**config.mk**
```make
export PLATFORM = sky130hd
export DESIGN_NAME = odsc_serial_ctrl
export DESIGN_NICKNAME = d
export VERILOG_FILES = /design/src/design/odsc_pkg.sv /design/src/design/odsc_serial_ctrl.sv /design/src/design/odsc_pair_buffer.sv
export SDC_FILE = /design/constraint.sdc
export NUM_CORES = 1
export LEC_CHECK = 0
export ABC_CLOCK_PERIOD_IN_PS = 5100
export BUFFER_PORTS_ARGS = -buffer_cell sky130_fd_sc_hd__buf_2
export CAP_MARGIN = 15
export CORE_MARGIN = 2
export CORE_UTILIZATION = 62
export DETAILED_ROUTE_END_ITERATION = 12
export GPL_TIMING_DRIVEN = 0
export MAX_ROUTING_LAYER = met4
export PLACE_DENSITY = 0.81
export SETUP_SLACK_MARGIN = 0.15
export SLEW_MARGIN = 40
export SYNTH_ARGS = -nofsm -noshare
export SYNTH_HDL_FRONTEND = slang
export SYNTH_SLANG_ARGS = --single-unit
```
**constraint.sdc**
```tcl
create_clock -name ref_clk -period 5.1 [get_ports ref_clk]
set_input_delay 0.255 -clock ref_clk [delete_from_list [all_inputs] [get_ports ref_clk]]
set_output_delay 0.255 -clock ref_clk [all_outputs]
set_load 0.05 [all_outputs]
```
**src/design/odsc_pkg.sv**
```systemverilog
package odsc_pkg;

	localparam int NUM_CH            = 8;
	localparam int CLK_PERIOD_PS     = 5000;
	// reset pulse must be longer than this before it acts
	localparam int MIN_RST_PULSE_NS  = 310000;
	localparam int MIN_RST_PULSE_CYC = (MIN_RST_PULSE_NS * 1000 + CLK_PERIOD_PS - 1)
	                                   / CLK_PERIOD_PS;
	// internal rc oscillator period, modelled by a divider
	localparam int OSC_PERIOD_NS     = 1000;
	localparam int OSC_DIV_CYC       = (OSC_PERIOD_NS * 1000) / CLK_PERIOD_PS;
	// short-circuit current limit duration before disable
	localparam int SC_LIMIT_MS       = 40;
	localparam int SC_LIMIT_TICKS    = (SC_LIMIT_MS * 1000000) / OSC_PERIOD_NS;
	// test mode 1 shortens the counter chain by this many stages
	localparam int TEST_SHORT_STAGES = 6;
	localparam int SYNC_STAGES       = 3;
	localparam int FIRST_SHIFTED_BIT = NUM_CH - 1;
	localparam logic [NUM_CH-1:0] LATCH_RESET = {NUM_CH{1'b1}};
	localparam logic [NUM_CH-1:0] READ_SHUTDOWN = {NUM_CH{1'b1}};

	typedef struct packed {
		logic              ceN;
		logic              sclk;
		logic              si;
		logic              rstN;
		logic              testMode;
		logic              overTemp;
		logic [NUM_CH-1:0] curLimit;
		logic [NUM_CH-1:0] driverPin;
	} odsc_pins_t;

	localparam int PIN_BITS = $bits(odsc_pins_t);

	// idle pin levels held by the synchronisers in reset, so no false edge follows
	localparam odsc_pins_t PIN_IDLE = '{
		ceN:       1'b1,
		sclk:      1'b0,
		si:        1'b0,
		rstN:      1'b1,
		testMode:  1'b0,
		overTemp:  1'b0,
		curLimit:  '0,
		driverPin: '1
	};

	typedef enum logic [2:0] {
		ST_SLEEP = 3'b001,
		ST_IDLE  = 3'b010,
		ST_SEL   = 3'b100
	} odsc_state_t;

endpackage

```
**src/design/odsc_serial_ctrl.sv**
```systemverilog
// Functional notes
// - external reset low keeps the device asleep, logic idle, drivers off
// - chip select falling loads output status and drives serial output
// - each rising shift clock while selected presents next bit, bit 7 first
// - serial input sampled on falling shift clock; host changes it elsewhere
// - chip select rising copies shift register into output latches
// - serial output high impedance while chip select is high and test mode 1 is off
// - latched 0 turns driver on, latched 1 leaves it off
// - in a chain each device loads its output status on select falling
// - power-up sets latches to all ones and clears timers, all outputs off
// - power-on reset and external reset each alone reset the device
// - in external reset serial output low while selected, else high impedance
// - external reset acts only after the minimum pulse width
// - continuous current limiting for about 40 ms disables that output
// - after a disable the timer clears; host may re-enable output
// - persistent short limits again and disables after another 40 ms
// - shifted-out bits reflect actual pin state of each output
// - no fault status bit; faults found by comparing readback
// - open load commanded off reads back 0 through the pin pull-down
// - over-temperature disables all drivers, keeps latches, reads all ones
// - latches restored after over-temperature unless newer data arrived
// - test mode 1 shortens counter chain and shows oscillator/2 on output
// - short-circuit disable sets that channel latch bit to off
`timescale 1ns/1ps
module odsc_serial_ctrl
	import odsc_pkg::*;
#(
	parameter int CH            = NUM_CH,
	parameter int RST_PULSE_CYC = MIN_RST_PULSE_CYC,
	parameter int OSC_DIV       = OSC_DIV_CYC,
	parameter int SC_TICKS      = SC_LIMIT_TICKS,
	parameter int TEST_SHIFT    = TEST_SHORT_STAGES
) (
	input  wire logic          ref_clk,
	input  wire logic          sys_rst,
	input  wire logic          chipEnableN,
	input  wire logic          shiftClk,
	input  wire logic          serIn,
	input  wire logic          extRstN,
	input  wire logic          testMode1,
	input  wire logic          overTemp,
	input  wire logic [CH-1:0] currentLimit,
	input  wire logic [CH-1:0] driverPin,
	output logic               serOut,
	output logic               serOutOeN,
	output logic      [CH-1:0] driverOff,
	output logic               sleepMode
);

	if (CH != NUM_CH) begin : g_bad_ch
		$error("odsc_serial_ctrl: CH must match the packed pin layout");
	end
	if (RST_PULSE_CYC < 1 || OSC_DIV < 2 || SC_TICKS < 2) begin : g_bad_time
		$error("odsc_serial_ctrl: timing parameters out of range");
	end
	if (TEST_SHIFT < 0 || (SC_TICKS >> TEST_SHIFT) < 1) begin : g_bad_shift
		$error("odsc_serial_ctrl: TEST_SHIFT too large");
	end

	localparam int RW = $clog2(RST_PULSE_CYC + 1);
	localparam int OW = $clog2(OSC_DIV);
	localparam int SW = $clog2(SC_TICKS + 1);
	localparam logic [RW-1:0] RST_LIMIT  = RW'(RST_PULSE_CYC);
	localparam logic [OW-1:0] OSC_LAST   = OW'(OSC_DIV - 1);
	localparam logic [SW-1:0] SC_FULL    = SW'(SC_TICKS);
	localparam logic [SW-1:0] SC_SHORT   = SW'(SC_TICKS >> TEST_SHIFT);

	//////////////////////////////////////////////////////////////////////////
	// input synchronisers: three stages, change accepted when last two agree
	odsc_pins_t        pinRaw;
	odsc_pins_t        pinF;
	logic [PIN_BITS-1:0] syncQ [SYNC_STAGES];
	logic [PIN_BITS-1:0] filtQ;
	// reset to idle levels keeps edge detectors and test mode quiet after reset
	localparam logic [PIN_BITS-1:0] PIN_IDLE_BITS = PIN_IDLE;

	assign pinRaw.ceN       = chipEnableN;
	assign pinRaw.sclk      = shiftClk;
	assign pinRaw.si        = serIn;
	assign pinRaw.rstN      = extRstN;
	assign pinRaw.testMode  = testMode1;
	assign pinRaw.overTemp  = overTemp;
	assign pinRaw.curLimit  = currentLimit;
	assign pinRaw.driverPin = driverPin;
	assign pinF             = odsc_pins_t'(filtQ);

	genvar gb;
	generate
		for (gb = 0; gb < PIN_BITS; gb++) begin : g_sync
			always_ff @(posedge ref_clk) begin
				if (sys_rst) begin
					syncQ[0][gb] <= PIN_IDLE_BITS[gb];
					syncQ[1][gb] <= PIN_IDLE_BITS[gb];
					syncQ[2][gb] <= PIN_IDLE_BITS[gb];
					filtQ[gb]    <= PIN_IDLE_BITS[gb];
				end else begin
					syncQ[0][gb] <= pinRaw[gb];
					syncQ[1][gb] <= syncQ[0][gb];
					syncQ[2][gb] <= syncQ[1][gb];
					if (syncQ[1][gb] == syncQ[2][gb])
						filtQ[gb] <= syncQ[2][gb];
				end
			end
		end
	endgenerate

	logic ceNPrevQ;
	logic sclkPrevQ;
	logic ceFall;
	logic ceRise;
	logic sclkRise;
	logic sclkFall;

	always_ff @(posedge ref_clk) begin
		if (sys_rst) begin
			ceNPrevQ  <= 1'b1;
			sclkPrevQ <= 1'b0;
		end else begin
			ceNPrevQ  <= pinF.ceN;
			sclkPrevQ <= pinF.sclk;
		end
	end

	assign ceFall   = ceNPrevQ && !pinF.ceN;
	assign ceRise   = !ceNPrevQ && pinF.ceN;
	assign sclkRise = !sclkPrevQ && pinF.sclk;
	assign sclkFall = sclkPrevQ && !pinF.sclk;

	//////////////////////////////////////////////////////////////////////////
	// external reset pulse filter
	logic [RW-1:0] rstCntQ;
	logic          extRstQ;
	logic          rstAll;

	always_ff @(posedge ref_clk) begin
		if (sys_rst) begin
			rstCntQ <= '0;
			extRstQ <= 1'b0;
		end else if (pinF.rstN) begin
			rstCntQ <= '0;
			extRstQ <= 1'b0;
		end else if (rstCntQ != RST_LIMIT) begin
			rstCntQ <= rstCntQ + RW'(1);
		end else begin
			extRstQ <= 1'b1;
		end
	end

	assign rstAll = sys_rst || extRstQ;

	//////////////////////////////////////////////////////////////////////////
	// frame state
	odsc_state_t stateQ;
	odsc_state_t stateD;

	always_comb begin
		stateD = stateQ;
		case (stateQ)
			ST_SLEEP: begin
				if (!rstAll)
					stateD = ST_IDLE;
			end
			ST_IDLE: begin
				if (rstAll)
					stateD = ST_SLEEP;
				else if (ceFall)
					stateD = ST_SEL;
			end
			ST_SEL: begin
				if (rstAll)
					stateD = ST_SLEEP;
				else if (ceRise)
					stateD = ST_IDLE;
			end
			default: stateD = ST_SLEEP;
		endcase
	end

	always_ff @(posedge ref_clk) begin
		if (sys_rst)
			stateQ <= ST_SLEEP;
		else
			stateQ <= stateD;
	end

	//////////////////////////////////////////////////////////////////////////
	// internal oscillator ticks and test mode toggle
	logic [OW-1:0] oscCntQ;
	logic          oscTick;
	logic          oscHalfQ;

	assign oscTick = (oscCntQ == OSC_LAST);

	always_ff @(posedge ref_clk) begin
		if (rstAll) begin
			oscCntQ  <= '0;
			oscHalfQ <= 1'b0;
		end else if (oscTick) begin
			oscCntQ  <= '0;
			oscHalfQ <= ~oscHalfQ;
		end else begin
			oscCntQ <= oscCntQ + OW'(1);
		end
	end

	//////////////////////////////////////////////////////////////////////////
	// short-circuit timers, one per output
	logic [CH-1:0] latchQ;
	logic [CH-1:0] scFire;
	logic [SW-1:0] scLimit;

	assign scLimit = pinF.testMode ? SC_SHORT : SC_FULL;

	genvar gc;
	generate
		for (gc = 0; gc < CH; gc++) begin : g_sc
			logic [SW-1:0] scCntQ;

			assign scFire[gc] = (scCntQ >= scLimit);

			always_ff @(posedge ref_clk) begin
				if (rstAll)
					scCntQ <= '0;
				else if (!pinF.curLimit[gc] || latchQ[gc] || scFire[gc])
					scCntQ <= '0;
				else if (oscTick)
					scCntQ <= scCntQ + SW'(1);
			end
		end
	endgenerate

	//////////////////////////////////////////////////////////////////////////
	// shift register
	logic [CH-1:0] shiftQ;
	logic [CH-1:0] readBack;
	logic          selected;

	assign selected = (stateQ == ST_SEL);
	// pin level is the status; pull-down makes an open load read 0
	assign readBack = pinF.overTemp ? READ_SHUTDOWN : pinF.driverPin;

	always_ff @(posedge ref_clk) begin
		if (rstAll)
			shiftQ <= '0;
		else if (stateQ == ST_IDLE && ceFall)
			shiftQ <= readBack;
		else if (selected && sclkFall)
			shiftQ <= {shiftQ[CH-2:0], pinF.si};
	end

	//////////////////////////////////////////////////////////////////////////
	// frame word handed to the latches through the two-entry buffer
	logic          pendValidQ;
	logic [CH-1:0] pendDataQ;
	logic          bufInReady;
	logic          bufOutValid;
	logic          bufOutReady;
	logic [CH-1:0] bufOutData;

	always_ff @(posedge ref_clk) begin
		if (rstAll) begin
			pendValidQ <= 1'b0;
			pendDataQ  <= '0;
		end else if (selected && ceRise) begin
			pendValidQ <= 1'b1;
			pendDataQ  <= shiftQ;
		end else if (bufInReady) begin
			pendValidQ <= 1'b0;
		end
	end

	// latches take no frame word in a cycle where a timer disables a channel
	assign bufOutReady = !(|scFire);

	odsc_pair_buffer #(
		.WIDTH (CH),
		.DEPTH (2)
	) u_buf (
		.ref_clk  (ref_clk),
		.sys_rst  (rstAll),
		.inValid  (pendValidQ),
		.inReady  (bufInReady),
		.inData   (pendDataQ),
		.outValid (bufOutValid),
		.outReady (bufOutReady),
		.outData  (bufOutData)
	);

	//////////////////////////////////////////////////////////////////////////
	// output latches
	always_ff @(posedge ref_clk) begin
		if (rstAll)
			latchQ <= LATCH_RESET;
		else if (|scFire)
			latchQ <= latchQ | scFire;
		else if (bufOutValid)
			latchQ <= bufOutData;
	end

	//////////////////////////////////////////////////////////////////////////
	// driver gates
	always_ff @(posedge ref_clk) begin
		if (rstAll)
			driverOff <= LATCH_RESET;
		else if (pinF.overTemp)
			driverOff <= LATCH_RESET;
		else
			driverOff <= latchQ;
	end

	always_ff @(posedge ref_clk) begin
		if (sys_rst)
			sleepMode <= 1'b1;
		else
			sleepMode <= extRstQ;
	end

	//////////////////////////////////////////////////////////////////////////
	// serial output
	always_ff @(posedge ref_clk) begin
		if (sys_rst) begin
			serOut    <= 1'b0;
			serOutOeN <= 1'b1;
		end else if (pinF.testMode && !extRstQ) begin
			serOut    <= oscHalfQ;
			serOutOeN <= 1'b0;
		end else if (extRstQ) begin
			serOut    <= 1'b0;
			serOutOeN <= pinF.ceN;
		end else if (pinF.ceN) begin
			serOut    <= 1'b0;
			serOutOeN <= 1'b1;
		end else begin
			serOutOeN <= 1'b0;
			if (selected && sclkRise)
				serOut <= shiftQ[FIRST_SHIFTED_BIT];
		end
	end

endmodule

```
**src/design/odsc_pair_buffer.sv**
```systemverilog
`timescale 1ns/1ps
module odsc_pair_buffer
	import odsc_pkg::*;
#(
	parameter int WIDTH = 8,
	parameter int DEPTH = 2
) (
	input  wire logic             ref_clk,
	input  wire logic             sys_rst,
	input  wire logic             inValid,
	output logic                  inReady,
	input  wire logic [WIDTH-1:0] inData,
	output logic                  outValid,
	input  wire logic             outReady,
	output logic      [WIDTH-1:0] outData
);

	if (WIDTH < 1 || DEPTH != 2) begin : g_bad_cfg
		$error("odsc_pair_buffer: WIDTH >= 1 and DEPTH == 2 required");
	end

	logic [WIDTH-1:0] memQ [DEPTH];
	logic             wrIdxQ;
	logic             rdIdxQ;
	logic [1:0]       countQ;
	logic             doPush;
	logic             doPop;

	assign inReady  = (countQ != 2'(DEPTH));
	assign outValid = (countQ != 2'h0);
	assign outData  = memQ[rdIdxQ];
	assign doPush   = inValid && inReady;
	assign doPop    = outValid && outReady;

	//////////////////////////////////////////////////////////////////////////
	// storage
	always_ff @(posedge ref_clk) begin
		if (doPush)
			memQ[wrIdxQ] <= inData;
	end

	//////////////////////////////////////////////////////////////////////////
	// pointers and fill level
	always_ff @(posedge ref_clk) begin
		if (sys_rst) begin
			wrIdxQ <= 1'b0;
			rdIdxQ <= 1'b0;
			countQ <= 2'h0;
		end else begin
			if (doPush)
				wrIdxQ <= ~wrIdxQ;
			if (doPop)
				rdIdxQ <= ~rdIdxQ;
			if (doPush && !doPop)
				countQ <= countQ + 2'h1;
			else if (doPop && !doPush)
				countQ <= countQ - 2'h1;
		end
	end

endmodule

```
==> results_dict.tcl <==
set metrics [dict create \
    status "finished, final reports clean" \
    dp_hpwl_um 18180 \
    post_dp_cell_area_sq_mm 0.01353 \
    place.gp.congestion 0.8791 \
    synthXorXnorAreaFrac_pct 9.100 \
    crit_fanout 37 \
    synth_fa_ha_area_share_pct 7.318 \
    rr_worst_depth 13 \
    drc_errors 0 \
    ios 35 \
    numCtsBuffers 30 \
    fmax_ghz 0.2425 \
    htreeDepth 1 \
    clock_latency_ps 570 \
    crit_path_end_kind "flip-flop" \
    peakVddDrop_mv 0.2976 \
    grt_pass1_vias 9776 \
    hp-class "in -> reg" \
    skew_ps 24.62 \
    port-buffer-count 34 \
    die_w_um 148.8 \
    hold_buffers 22 \
    initial_core_util_pct 63.60 \
    avgSynthCellArea_sq_um 9.321 \
    antenna_left 0 \
    first_iter_violations 403 \
    root_buffer "clkbuf_16" \
    cp-start-kind "flip-flop" \
    yosysSeqAreaShare_pct 48.07 \
    stdcell_area_sq_mm 0.01478 \
    arrival_ps 4610 \
    yosysWarnings 0 \
    leakage_nw 5.503 \
    dieArea_sq_mm 0.02213 \
    wl_per_cell_um 15.02 \
    synth_cell_types 59 \
    synth_nets 1494 \
    dr_total_vias 9939 \
    worst-setup-path-type "reg -> reg" \
    routed_via_density 5.596 \
    grt_max_degree 38 \
    crit_end "u_buf.countQ[1]$_SDFFE_PN0P_" \
    clock-sinks 304 \
    postCtsSetupBuffers 0 \
    crit_path_start "filtQ[17]$_SDFFE_PP0N_" \
    synthMuxAreaShare_pct 1.704 \
    synth_simple_gate_area_share_pct 23.87 \
    setup-violations-final 0 \
    hp-start "sys_rst" \
    hold_viol_final 0 \
    cts_resized 0 \
    rsz0062_at_grt "false" \
    drive_above_1_share_pct 8.566 \
    synthArstFlopShare_pct 0 \
    nets 1583 \
    antenna_found_initial 0 \
    critPathRequiredTime_ps 5590 \
    ys_ff_latch 304 \
    relSlewSlack_pct 53.96 \
    dominantRegCellSynth "dfxtp_1" \
    syn_inst 1394 \
    period_share_pct 80.84 \
    maxCapViolCount 0 \
    rows 52 \
    firstDrtPassIters 5 \
    synth_compound_area_share_pct 7.771 \
    coreArea_sq_mm 0.02043 \
    rrSetupSlack_ps 980 \
    drt_wl_total_um 26680 \
    path_clk_slew_ps 60 \
    regToRegEndpoint "u_buf.countQ[1]$_SDFFE_PN0P_" \
    area_growth_pct 13.73 \
    synthesis.area_sq_mm 0.01299 \
    worst_pin_slew_ps 690.6 \
    power.density_mw_per_mm2 344.6 \
    cts.path.max_buffers 3 \
    groute.usage.overall_pct 25.19 \
    antenna_cells 0 \
    reg2reg_from "filtQ[17]$_SDFFE_PP0N_" \
    synth_top_family_by_area "simple AND/OR/NAND/NOR gates" \
    timing.hold.ws_ps 261.9 \
    synth-edff-count 16 \
    tritoncts "done" \
    die_h_um 148.8 \
    overflow 0 \
    period_needed_ps 4123 \
    slew_violations 0 \
    grt_pass1_wl_um 44860 \
]
layout by cell type (no fill, tap or decap), types with 6 or more instances in the layout:
cell           count
dfxtp_1          287
nor2_1           195
nand2_1          104
xor2_1            85
ha_1              76
a21oi_1           70
nand3_1           50
xnor2_1           50
clkbuf_1          46
nor2b_1           44
o21ai_0           41
nand4_1           39
buf_2             37
or2_2             34
nor3_1            34
and3_1            30
clkbuf_16         30
inv_1             27
or3_1             24
dlygate4sd3_1     22
mux2i_1           21
edfxtp_1          16
and4_1            13
o21bai_1          10
a21o_1             8
a31oi_1            8
nor4_1             7
nand4b_1           6
and2_1             6
clkbuf_8           6
critical path: stages (launching register included):
cell	delay, ps
dfxtp_4	400
buf_12	190
inv_2	510
ha_1	360
a21o_1	190
a2111oi_0	380
a21oi_1	200
nor4_2	370
and3_1	210
buf_4	160
nand3_2	130
ha_1	360
or3_1	370
a21oi_1	170
how the worst min path moves through the flow:
stage	slack [ps]	endpoint	cells after the start
finish	260	filtQ[20]$_SDFFE_PP0N_	3
global route	310	filtQ[19]$_SDFFE_PP0N_	3
CTS	250	syncQ[0][8]$_SDFF_PP0_	3
detailed placement	400	syncQ[0][26]$_SDFF_PP1_	1
global placement	390	syncQ[0][28]$_SDFF_PP1_	1
floorplan	360	syncQ[0][0]$_SDFF_PP1_	1
synth_stat cells, types with 8 or more instances:
cell,instances,area [sq um]
a21o_1,8,60.06
a21oi_1,70,350.3
a31oi_1,8,50.05
and3_1,30,187.7
and4_1,13,113.9
clkbuf_1,37,138.9
dfxtp_1,288,5766
edfxtp_1,16,480.5
ha_1,76,950.9
inv_1,28,105.1
mux2i_1,21,210.2
nand2_1,104,390.4
nand3_1,50,250.2
nand4_1,39,244.0
nor2_1,195,732.0
nor2b_1,44,275.3
nor3_1,34,170.2
o21ai_0,41,205.2
o21bai_1,10,75.07
or2_2,34,212.7
or3_1,24,150.1
xnor2_1,50,437.9
xor2_1,85,744.5
per-stage QoR:
| stage | utilization [%] | setup TNS (ps) | setup WS (ps) | power (mW) | std cells |
|---|---|---|---|---|---|
| floorplan | - | 0 | 557.8 | 2.802 | 1394 |
| global route | 72.34 | 0 | 723.1 | 5.258 | 1776 |
| CTS | 72.29 | 0 | 986.3 | 5.118 | 1776 |
| finish | 72.34 | 0 | 977.0 | 5.093 | 1776 |
| detailed placement | 66.21 | 0 | 1008 | 2.884 | 1699 |
| global placement | 66.09 | -40170 | -1289 | 2.871 | 1698 |
kinds of logic (layout without fill, tap and decap cells):
logic type	after synthesis	count (layout)
and+or+nand+nor	615	615
DFF	304	304
AOI/OAI and AO/OA	169	169
xor gates and xnor gates	135	135
adders and majority gates	76	76
buffers and inverters	73	185
muxes	22	22
final cells by class:
class,instances,area (sq um)
fillers,1456,5652
flip-flops and latches,304,6250
repair buffers,57,410.4
multi-input cells,1017,6477
well taps,270,337.8
plain buffers,45,176.4
clock buffers,45,867.1
inverters,28,105.1
clock inverters,10,153.9
sequential cells by signal, summed over array words and instances (netlist names), 2 cells and up, named ones only:
name,cells
driverOff,8
filtQ,22
g_sc.scCntQ,128
latchQ,8
oscCntQ,8
pendDataQ,8
rstCntQ,16
shiftQ,8
stateQ,3
syncQ,66
u_buf.countQ,2
u_buf.memQ,16
routing by layer:
metal  vias to the layer above  part of all wire (%)  GRT usage, %  wire length (um)
met5                         -                     0             -                 0
met4                         0                   4.5         11.71              1195
met3                        82                   2.8         3.272               753
met2                       153                    49         43.61             13080
met1                      4703                    44         29.19             11650
li1                       5001                     -             -                 -
power by group:
group	leakage (nW)	switching [mW]	total, mW	internal (mW)
clock network	0.501	0.915	2.24	1.33
registers	2.49	0.0432	2.51	2.46
logic	2.52	0.194	0.341	0.147
No activity file was read; power rests on OpenSTA's default activity.
